$ cat config.mk
export PLATFORM = sky130hd
export DESIGN_NAME = quad_timer
export DESIGN_NICKNAME = d
export VERILOG_FILES = /design/src/quad_timer_pkg.sv /design/src/chan_if.sv /design/src/clk_source_sel.sv /design/src/quad_timer.sv /design/src/timer_channel.sv
export SDC_FILE = /design/constraint.sdc
export NUM_CORES = 1
export LEC_CHECK = 0
export ABC_AREA = 1
export BUFFER_PORTS_ARGS = -buffer_cell sky130_fd_sc_hd__buf_2
export CAP_MARGIN = 20
export CORE_MARGIN = 10
export CORE_UTILIZATION = 35
export CTS_BUF_LIST = sky130_fd_sc_hd__clkbuf_4
export DETAILED_ROUTE_END_ITERATION = 6
export GPL_TIMING_DRIVEN = 0
export PLACE_DENSITY_LB_ADDON = 0.3
export SLEW_MARGIN = 30
export SYNTH_ARGS = -nofsm -noshare
export SYNTH_HDL_FRONTEND = slang
export SYNTH_SLANG_ARGS = --single-unit
$ cat constraint.sdc
create_clock -name CLOCK_IN -period 28 [get_ports CLOCK_IN]
set_clock_uncertainty 0.2 [all_clocks]
set_input_delay 7 -clock CLOCK_IN [delete_from_list [all_inputs] [get_ports CLOCK_IN]]
set_output_delay 7 -clock CLOCK_IN [all_outputs]
set_load 0.01 [all_outputs]
$ cat src/quad_timer_pkg.sv
// Shared constants, field positions and types of the four-channel timer.
`default_nettype none

package quad_timer_pkg;

    // ------------------------------------------------------------------
    // Sizes
    // ------------------------------------------------------------------
    localparam int NUM_CH = 4;
    localparam int CNT_W = 24;
    localparam int PSC_W = 8;
    localparam int ADR_W = 8;

    // ------------------------------------------------------------------
    // Register offsets: per channel inside a 32-byte window, plus globals
    // ------------------------------------------------------------------
    localparam logic [4:0] OFS_CTRL = 5'h00;
    localparam logic [4:0] OFS_CMP = 5'h04;
    localparam logic [4:0] OFS_FLAG = 5'h08;
    localparam logic [4:0] OFS_SNAP = 5'h0c;
    localparam logic [4:0] OFS_SRC = 5'h10;
    localparam logic [ADR_W-1:0] OFS_IRQ_STAT = 8'h80;
    localparam logic [ADR_W-1:0] OFS_IRQ_MASK = 8'h84;

    // ------------------------------------------------------------------
    // Fields of channel_control_status
    // ------------------------------------------------------------------
    localparam int BIT_CEN = 30;
    localparam int BIT_IE = 29;
    localparam int MODE_HI = 28;
    localparam int MODE_LO = 27;
    localparam int BIT_CRST = 26;
    localparam int BIT_ACT = 25;
    localparam int BIT_SNAP_EN = 16;
    localparam int PSC_HI = 7;
    localparam logic [31:0] CTRL_RESET = 32'h0000_0005;
    localparam logic [NUM_CH-1:0] MASK_RESET = 4'h0;

    // ------------------------------------------------------------------
    // Timing: slow source tick period and its cycle count
    // ------------------------------------------------------------------
    localparam int CLK_PERIOD_NS = 40;
    localparam int SLOW_TICK_NS = 1000;
    localparam int SLOW_DIV = SLOW_TICK_NS / CLK_PERIOD_NS;

    // ------------------------------------------------------------------
    // Enumerations
    // ------------------------------------------------------------------
    typedef enum logic [1:0] {
        MODE_ONE_SHOT = 2'b00,
        MODE_PERIODIC = 2'b01,
        MODE_TOGGLE = 2'b10,
        MODE_CONTINUOUS = 2'b11
    } mode_t;

    typedef enum logic [1:0] {
        SRC_SYS = 2'b00,
        SRC_SLOW = 2'b01,
        SRC_PIN = 2'b10
    } src_t;

endpackage : quad_timer_pkg

`default_nettype wire

$ cat src/chan_if.sv
// Bundle between the register file and one timer channel.
`default_nettype none

interface chan_if;
    import quad_timer_pkg::*;
    logic en;
    mode_t mode;
    logic [PSC_W-1:0] prescale;
    logic [CNT_W-1:0] compare;
    logic restart;
    logic src_tick;
    logic [CNT_W-1:0] count;
    logic match;
    logic toggle;

    modport cfg (output en, mode, prescale, compare, restart, src_tick,
                 input count, match, toggle);
    modport chan (input en, mode, prescale, compare, restart, src_tick,
                  output count, match, toggle);
endinterface : chan_if

`default_nettype wire

$ cat src/clk_source_sel.sv
// Per-channel count source: system clock, slow divided tick or a pin edge.
`default_nettype none

module clk_source_sel import quad_timer_pkg::*; #(
    parameter int SLOW_DIV_P = SLOW_DIV
) (
    input wire logic clk_in,
    input wire logic rst_in,
    input wire logic [1:0] sel_in,
    input wire logic pin_in,
    output logic tick_out
);
    localparam int DIV_W = $clog2(SLOW_DIV_P + 1);

    logic sync1_q;
    logic sync2_q;
    logic prev_q;
    logic [DIV_W-1:0] div_q;
    logic slow_tick;
    logic pin_rise;

    // ------------------------------------------------------------------
    // Pin synchroniser; only the second stage feeds the edge detector.
    // ------------------------------------------------------------------
    always_ff @(posedge clk_in or posedge rst_in) begin
        if (rst_in) begin
            sync1_q <= 1'b0;
            sync2_q <= 1'b0;
            prev_q <= 1'b0;
        end else begin
            sync1_q <= pin_in;
            sync2_q <= sync1_q;
            prev_q <= sync2_q;
        end
    end

    assign pin_rise = sync2_q && !prev_q;

    // Free-running divider, so switching source never waits for a restart.
    always_ff @(posedge clk_in or posedge rst_in) begin
        if (rst_in) begin
            div_q <= '0;
        end else if (slow_tick) begin
            div_q <= '0;
        end else begin
            div_q <= div_q + DIV_W'(1);
        end
    end

    assign slow_tick = (div_q == DIV_W'(SLOW_DIV_P - 1));

    // Source choice; the fourth code gives no ticks at all.
    always_comb begin
        case (sel_in)
            SRC_SYS: tick_out = 1'b1;
            SRC_SLOW: tick_out = slow_tick;
            SRC_PIN: tick_out = pin_rise;
            default: tick_out = 1'b0;
        endcase
    end
endmodule // clk_source_sel

`default_nettype wire

$ cat src/quad_timer.sv
// Top of the four-channel prescaled up-timer with its Wishbone register file.
//
// Our own choices: the register offsets and register access over Wishbone.
`default_nettype none

module quad_timer import quad_timer_pkg::*; #(
    parameter int SLOW_DIV_P = SLOW_DIV
) (
    input wire logic CLOCK_IN,
    input wire logic RST_IN,
    input wire logic WB_CYC_IN,
    input wire logic WB_STB_IN,
    input wire logic WB_WE_IN,
    input wire logic [ADR_W-1:0] WB_ADR_IN,
    input wire logic [3:0] WB_SEL_IN,
    input wire logic [31:0] WB_DAT_IN,
    output var logic [31:0] WB_DAT_OUT,
    output var logic WB_ACK_OUT,
    input wire logic [NUM_CH-1:0] TICK_PIN_IN,
    output var logic [NUM_CH-1:0] TOGGLE_OUT,
    output var logic [NUM_CH-1:0] CHAN_IRQ_OUT,
    output var logic IRQ_OUT
);
    logic bus_go;
    logic wr_go;
    logic wr_stat;
    logic wr_mask;
    logic [31:0] rd_data;
    logic [NUM_CH-1:0] mask_q;
    logic [NUM_CH-1:0] mask_d;
    logic [31:0] mask_word;
    wire [NUM_CH-1:0][31:0] ctrl_word;
    wire [NUM_CH-1:0][31:0] cmp_word;
    wire [NUM_CH-1:0][31:0] snap_word;
    wire [NUM_CH-1:0][31:0] src_word;
    wire [NUM_CH-1:0] flag_w;
    wire [NUM_CH-1:0] ie_w;
    wire [NUM_CH-1:0] toggle_w;

    // ------------------------------------------------------------------
    // Decoding helpers
    // ------------------------------------------------------------------

    // Byte-lane merge so a partial write leaves other lanes untouched.
    function automatic logic [31:0] merge_bytes(input logic [31:0] old_w,
                                                input logic [31:0] new_w,
                                                input logic [3:0] sel);
        logic [31:0] r;
        r = old_w;
        for (int b = 0; b < 4; b++) begin
            if (sel[b]) begin
                r[b*8 +: 8] = new_w[b*8 +: 8];
            end
        end
        return r;
    endfunction

    // True when the address selects the given register of the given channel.
    function automatic logic hit_reg(input logic [ADR_W-1:0] adr, input int ch,
                                     input logic [4:0] ofs);
        return !adr[7] && (adr[6:5] == 2'(ch)) && (adr[4:0] == ofs);
    endfunction

    // ------------------------------------------------------------------
    // Wishbone slave: one wait state, ack is a single-cycle pulse
    // ------------------------------------------------------------------
    assign bus_go = WB_CYC_IN && WB_STB_IN && !WB_ACK_OUT;
    assign wr_go = bus_go && WB_WE_IN;
    assign wr_stat = wr_go && (WB_ADR_IN == OFS_IRQ_STAT);
    assign wr_mask = wr_go && (WB_ADR_IN == OFS_IRQ_MASK);

    // Ack and read data are taken together; unmapped reads return zero.
    always_ff @(posedge CLOCK_IN or posedge RST_IN) begin
        if (RST_IN) begin
            WB_ACK_OUT <= 1'b0;
            WB_DAT_OUT <= 32'h0;
        end else begin
            WB_ACK_OUT <= bus_go;
            if (bus_go) begin
                WB_DAT_OUT <= WB_WE_IN ? 32'h0 : rd_data;
            end
        end
    end

    // Read multiplexer over the channel windows and the global pair.
    always_comb begin
        rd_data = 32'h0;
        if (WB_ADR_IN == OFS_IRQ_STAT) begin
            rd_data = {28'h0, flag_w};
        end else if (WB_ADR_IN == OFS_IRQ_MASK) begin
            rd_data = {28'h0, mask_q};
        end else if (!WB_ADR_IN[7]) begin
            case (WB_ADR_IN[4:0])
                OFS_CTRL: rd_data = ctrl_word[WB_ADR_IN[6:5]];
                OFS_CMP: rd_data = cmp_word[WB_ADR_IN[6:5]];
                OFS_FLAG: rd_data = {31'h0, flag_w[WB_ADR_IN[6:5]]};
                OFS_SNAP: rd_data = snap_word[WB_ADR_IN[6:5]];
                OFS_SRC: rd_data = src_word[WB_ADR_IN[6:5]];
                default: rd_data = 32'h0;
            endcase
        end
    end

    // ------------------------------------------------------------------
    // Interrupt mask and outputs
    // ------------------------------------------------------------------
    // A function result cannot be part-selected, so the merged word is named first.
    assign mask_word = merge_bytes({28'h0, mask_q}, WB_DAT_IN, WB_SEL_IN);
    assign mask_d = mask_word[NUM_CH-1:0];

    always_ff @(posedge CLOCK_IN or posedge RST_IN) begin
        if (RST_IN) begin
            mask_q <= MASK_RESET;
        end else if (wr_mask) begin
            mask_q <= mask_d;
        end
    end

    // Registered outputs cost one cycle of latency but never glitch.
    always_ff @(posedge CLOCK_IN or posedge RST_IN) begin
        if (RST_IN) begin
            CHAN_IRQ_OUT <= '0;
            IRQ_OUT <= 1'b0;
            TOGGLE_OUT <= '0;
        end else begin
            CHAN_IRQ_OUT <= flag_w & ie_w;
            IRQ_OUT <= |(flag_w & ie_w & mask_q);
            TOGGLE_OUT <= toggle_w;
        end
    end

    // ------------------------------------------------------------------
    // Channels
    // ------------------------------------------------------------------
    chan_if ch_bus[NUM_CH] ();

    for (genvar i = 0; i < NUM_CH; i++) begin : g_ch
        logic cen_q;
        logic ie_q;
        logic snap_en_q;
        logic flag_q;
        mode_t mode_q;
        logic [PSC_W-1:0] psc_q;
        logic [CNT_W-1:0] cmp_q;
        logic [CNT_W-1:0] snap_q;
        logic [1:0] src_q;
        logic [31:0] ctrl_d;
        logic [31:0] cmp_d;
        logic [31:0] src_d;
        logic wr_ctrl;
        logic wr_cmp;
        logic wr_flag;
        logic wr_src;
        logic clr_flag;
        logic tick_w;

        assign wr_ctrl = wr_go && hit_reg(WB_ADR_IN, i, OFS_CTRL);
        assign wr_cmp = wr_go && hit_reg(WB_ADR_IN, i, OFS_CMP);
        assign wr_flag = wr_go && hit_reg(WB_ADR_IN, i, OFS_FLAG);
        assign wr_src = wr_go && hit_reg(WB_ADR_IN, i, OFS_SRC);
        assign ctrl_d = merge_bytes(ctrl_word[i], WB_DAT_IN, WB_SEL_IN);
        assign cmp_d = merge_bytes(cmp_word[i], WB_DAT_IN, WB_SEL_IN);
        assign src_d = merge_bytes(src_word[i], WB_DAT_IN, WB_SEL_IN);
        assign clr_flag = (wr_flag && WB_SEL_IN[0] && WB_DAT_IN[0])
                       || (wr_stat && WB_SEL_IN[0] && WB_DAT_IN[i]);

        // Control word; a software write in the match cycle wins over the stop.
        always_ff @(posedge CLOCK_IN or posedge RST_IN) begin
            if (RST_IN) begin
                cen_q <= CTRL_RESET[BIT_CEN];
                ie_q <= CTRL_RESET[BIT_IE];
                mode_q <= mode_t'(CTRL_RESET[MODE_HI:MODE_LO]);
                snap_en_q <= CTRL_RESET[BIT_SNAP_EN];
                psc_q <= CTRL_RESET[PSC_HI:0];
            end else if (wr_ctrl) begin
                cen_q <= ctrl_d[BIT_CEN] && !ctrl_d[BIT_CRST];
                ie_q <= ctrl_d[BIT_IE];
                mode_q <= mode_t'(ctrl_d[MODE_HI:MODE_LO]);
                snap_en_q <= ctrl_d[BIT_SNAP_EN];
                psc_q <= ctrl_d[PSC_HI:0];
            end else if (ch_bus[i].match && mode_q == MODE_ONE_SHOT) begin
                cen_q <= 1'b0;
            end
        end

        // Compare value and source select.
        always_ff @(posedge CLOCK_IN or posedge RST_IN) begin
            if (RST_IN) begin
                cmp_q <= '0;
                src_q <= SRC_SYS;
            end else begin
                if (wr_cmp) begin
                    cmp_q <= cmp_d[CNT_W-1:0];
                end
                if (wr_src) begin
                    src_q <= src_d[1:0];
                end
            end
        end

        // Match flag: a match in the clearing cycle keeps the flag set.
        always_ff @(posedge CLOCK_IN or posedge RST_IN) begin
            if (RST_IN) begin
                flag_q <= 1'b0;
            end else if (ch_bus[i].match) begin
                flag_q <= 1'b1;
            end else if (clr_flag) begin
                flag_q <= 1'b0;
            end
        end

        // Snapshot follows the counter while updates are enabled.
        always_ff @(posedge CLOCK_IN or posedge RST_IN) begin
            if (RST_IN) begin
                snap_q <= '0;
            end else if (snap_en_q) begin
                snap_q <= ch_bus[i].count;
            end
        end

        clk_source_sel #(.SLOW_DIV_P(SLOW_DIV_P)) u_src (
            .clk_in(CLOCK_IN),
            .rst_in(RST_IN),
            .sel_in(src_q),
            .pin_in(TICK_PIN_IN[i]),
            .tick_out(tick_w)
        );

        assign ch_bus[i].en = cen_q;
        assign ch_bus[i].mode = mode_q;
        assign ch_bus[i].prescale = psc_q;
        assign ch_bus[i].compare = cmp_q;
        assign ch_bus[i].src_tick = tick_w;
        assign ch_bus[i].restart = (wr_ctrl && ctrl_d[BIT_CRST])
                                || (wr_cmp && mode_q != MODE_CONTINUOUS);

        timer_channel u_chan (
            .clk_in(CLOCK_IN),
            .rst_in(RST_IN),
            .bus(ch_bus[i])
        );

        assign ctrl_word[i] = {1'b0, cen_q, ie_q, mode_q, 1'b0, cen_q, 8'h0,
                               snap_en_q, 8'h0, psc_q};
        assign cmp_word[i] = {8'h0, cmp_q};
        assign snap_word[i] = {8'h0, snap_q};
        assign src_word[i] = {30'h0, src_q};
        assign flag_w[i] = flag_q;
        assign ie_w[i] = ie_q;
        assign toggle_w[i] = ch_bus[i].toggle;

    end
endmodule // quad_timer

`default_nettype wire

$ cat src/timer_channel.sv
// One timer channel: prescaler, 24-bit up-counter, compare and toggle.
`default_nettype none

module timer_channel import quad_timer_pkg::*; (
    input wire logic clk_in,
    input wire logic rst_in,
    chan_if.chan bus
);
    logic [PSC_W-1:0] psc_q;
    logic [CNT_W-1:0] cnt_q;
    logic toggle_q;
    logic step;
    logic hit;
    logic [CNT_W-1:0] cnt_inc;

    // ------------------------------------------------------------------
    // Prescaler: one counter step every prescale plus one source ticks.
    // ------------------------------------------------------------------
    always_ff @(posedge clk_in or posedge rst_in) begin
        if (rst_in) begin
            psc_q <= '0;
        end else if (bus.restart) begin
            psc_q <= '0;
        end else if (bus.en && bus.src_tick) begin
            psc_q <= (psc_q == bus.prescale) ? '0 : psc_q + PSC_W'(1);
        end
    end

    assign step = bus.en && bus.src_tick && (psc_q == bus.prescale);
    assign cnt_inc = cnt_q + CNT_W'(1);
    assign hit = step && (cnt_inc == bus.compare);

    // Counter: reload on match except in continuous mode, which wraps.
    always_ff @(posedge clk_in or posedge rst_in) begin
        if (rst_in) begin
            cnt_q <= '0;
        end else if (bus.restart) begin
            cnt_q <= '0;
        end else if (hit && bus.mode != MODE_CONTINUOUS) begin
            cnt_q <= '0;
        end else if (step) begin
            cnt_q <= cnt_inc;
        end
    end

    // Square wave: flips at each match in toggle mode, so period is two match intervals.
    always_ff @(posedge clk_in or posedge rst_in) begin
        if (rst_in) begin
            toggle_q <= 1'b0;
        end else if (bus.restart) begin
            toggle_q <= 1'b0;
        end else if (hit && bus.mode == MODE_TOGGLE) begin
            toggle_q <= !toggle_q;
        end
    end

    assign bus.count = cnt_q;
    assign bus.match = hit;
    assign bus.toggle = toggle_q;
endmodule // timer_channel

`default_nettype wire
==> impl_metrics.toml <==
[floorplanning]
rows = 99
die_y_um = 292
core-area_sq_um = 73100
die_w_um = 292
num_io_pins = 95
die_area_sq_um = 85200
initial_core_util_pct = 35.4

[power_and_ir_drop]
p_clk_share_pct = 46.6
seq_power_share_pct = 47.7
leakagePower_nw = 14.0
p_sw_share_pct = 26.2
p_comb_share_pct = 5.7
switching_power_w = 0.000377
vdd_drop_max_uv = 30.0
internal-power_w = 0.00106
p_per_area_nw_per_um2 = 49.0

[timing]
fmax_mhz = 109
min_period_over_period_pct = 32.9
rsz0062_at_grt = "no"
setup_tns_ps = 0
hold_viol_final = 0
period_minus_slack_ps = 9210
finalSetupViolCount = 0
slew_headroom_pct = 23.1
worst_pin_slew_ps = 1140
slew_violations = 0
fin_ws_ps = 18790

[placement]
dpl.hpwl_mm = 72.5
pre_cts_slack_ps = 17910
dp.cells = 4555
port_buffers = 85
place_congestion = 0.976

[setup_path]
slowest_stage = "clkbuf_1"
path_cells = "buf_2 > nor2_2 > nand4_1 > inv_1 > clkbuf_1 > nand3_1 > nand2_1 > nor2_2 > nor2_4 > inv_2 > clkbuf_1 > nand2_1 > nand2_1"
required_ps = 28680
r2r-start = "g_ch[3].u_src.div_q[0]"
crit_type = "input port to flop"
crit_path_end_kind = "flop"
critPathLaunchType = "input port"
r2r-end = "ch_bus[3].en"
reg2reg_depth = 15
crit_fanout = 10
cp_common_cell = "nand2_1"
worstPathArrival_ps = 9890
cpPeakStageDelay_ps = 520
reg2reg_slack_ps = 24330

[hold_path]
whs_endpoint = "g_ch[2].u_src.sync2_q"
min_path_cells = 0
hp-class = "flop to flop"
holdCritStartpoint = "g_ch[2].u_src.sync1_q"

[clock_tree]
clk_path_buf_depth = 3
htreeDepth = 4
clock_sinks = 462
cts_resized = 0
cts_tree = "built"
hold_buffers = 0
worstSkewPairLatency_ps = 1020
cts_root_buf = "clkbuf_4"
cts_setup_buffers = 0
path_clk_slew_ps = 60
cts_buffers = 134

[global_route]
grt_max_degree = 90
grt_pass1_vias = 23000
grt_pass1_wl_mm = 142
antenna_found_initial = 5
gr-total-overflow = 0
grt_use_total_pct = 21.8

[yosys]
synth_ff_type = "dfrtp_1"
yosysSeqAreaShare_pct = 44.7
netlist_instances = 3503
synth-seq-cells = 462
synth_top_area_share_pct = 43.9
ys_types = 53
syn_area_per_cell_sq_um = 7.38
synthArstFlopShare_pct = 100
yosysTopAreaCell = "dfrtp_1"
synth-edff-count = 0
synth_area_sq_um = 25900
ys_warn_count = 0
yosys-top-cells-area = "dfrtp_1 (44%), nand2_1 (17%), inv_1 (6.0%)"

[run]
drv_cap = 0

[final_layout]
area_growth_pct = 13.7
finalNonFillerCells = 4778
drive_gt1_share_pct = 11.6
final_nets = 3801

[detailed_routing]
drt_first_pass_iters = 6
first_iter_violations = 2665
wl_per_cell_um = 19.8
vias = 25000
vias_per_cell = 5.24
wl_mm = 94.5
drcViolationCount = 0
antenna_left = 0

[status]
outcome = "completed"
==> cells in the mapped netlist, drive strengths merged, types with 6 or more instances <==
cell type	n
a21oi	70
a22o	25
a22oi	30
buf	32
clkbuf	79
dfrtp	454
dfstp	8
ha	16
inv	432
nand2	1180
nand3	221
nand3b	32
nand4	60
nor2	333
nor3	26
nor4	9
o21ai	302
o21bai	6
o221ai	30
o22ai	60
o311ai	10
o31ai	13
or2	8
xnor2	11
xnor3	8
xor2	24
==> worst max-delay path, delay by kind of cell <==
family	cells	cell delay [ps]
AND/OR/NAND/NOR	8	1490
buffers and inverters	5	1380
==> power by group through the flow <==
stage | registers [W] | logic, W | clock network, W
final | 0.000687 | 0.0000820 | 0.000670
after detailed placement | 0.000699 | 0.0000817 | 0
after global routing | 0.000688 | 0.0000911 | 0.000726
after floorplan | 0.000697 | 0.0000477 | 0
after global placement | 0.000700 | 0.0000777 | 0
after CTS | 0.000687 | 0.0000818 | 0.000685
==> per-stage QoR <==
step	util, %	area [sq um]	power, W	hold slack, ps
2_1_floorplan	-	25900	0.000744	131
5_1_grt	40.2	29400	0.00150	144
3_3_place_gp	37.6	27500	0.000777	132
4_1_cts	40.2	29400	0.00145	139
6_report	40.2	29400	0.00144	140
3_5_place_dp	37.9	27700	0.000781	136
==> flip-flops by register name, summed over array words and instances (netlist names), 20 cells and up <==
register,cells
WB_DAT_OUT,28
ch_bus.compare,96
ch_bus.prescale,32
g_ch.snap_q,96
g_ch.u_chan.bus.count,96
g_ch.u_chan.psc_q,32
g_ch.u_src.div_q,20
==> layer usage <==
metal  global-route usage (%)  share of wire, %
met1                     30.2                45
met2                     31.9                42
met3                     5.46               9.2
met4                     9.47               4.1
met5                        0             0.029
==> area by class of cell <==
class | count | area (sq um)
fill | 7666 | 43700
multi-input combinational | 2496 | 12100
sequential | 462 | 11600
inverter | 436 | 1640
clock buffer | 189 | 1420
tap | 959 | 1200
timing repair buffer | 91 | 591
buffer | 111 | 527
clock inverter | 30 | 289
antenna | 4 | 10.0
==> logic make-up after synthesis <==
family | count (synthesis) | synth area share (%)
AND/OR/NAND/NOR | 1872 | 31.3
AO/OA/AOI/OAI | 556 | 12.6
buffers and inverters | 547 | 8.36
flip-flops | 462 | 44.7
XOR/XNOR | 46 | 2.16
adder cells (fa/ha/maj) | 16 | 0.774
multiplexers | 3 | 0.126
other | 1 | 0.0145
==> placed cells by master (no fill, tap or decap), drive strengths merged, types with 3 or more instances in the layout <==
cell and count:
nand2 1180, dfrtp 454, inv 434, nor2 333, o21ai 302, clkbuf 268
nand3 221, buf 123, a21oi 70, nand4 60, o22ai 60, nand3b 32
a22oi 30, o221ai 30, nor3 26, a22o 25, xor2 24, clkinv 24
ha 16, o31ai 13, xnor2 11, o311ai 10, nor4 9, xnor3 8
or2 8, dfstp 8, o21bai 6, bufinv 6, diode 4, a221oi 4
xor3 3, a31oi 3, conb 3
==> worst max path at each step <==
stage | from | endpoint | slack, ps | depth (start not counted)
final | WB_ADR_IN[1] | g_ch[3].u_chan.bus.count[1] | 18790 | 13
after floorplan | RST_IN | CHAN_IRQ_OUT[0] | 7930 | 1
after detailed placement | WB_ADR_IN[1] | g_ch[3].u_chan.bus.count[1] | 17910 | 13
after global placement | RST_IN | g_ch[2].u_chan.psc_q[5] | 2040 | 2
after global routing | WB_ADR_IN[1] | g_ch[3].u_chan.bus.count[1] | 18740 | 13
after CTS | WB_ADR_IN[1] | g_ch[3].u_chan.bus.count[1] | 18970 | 13
Note: power is estimated with default switching activity, not from simulation.
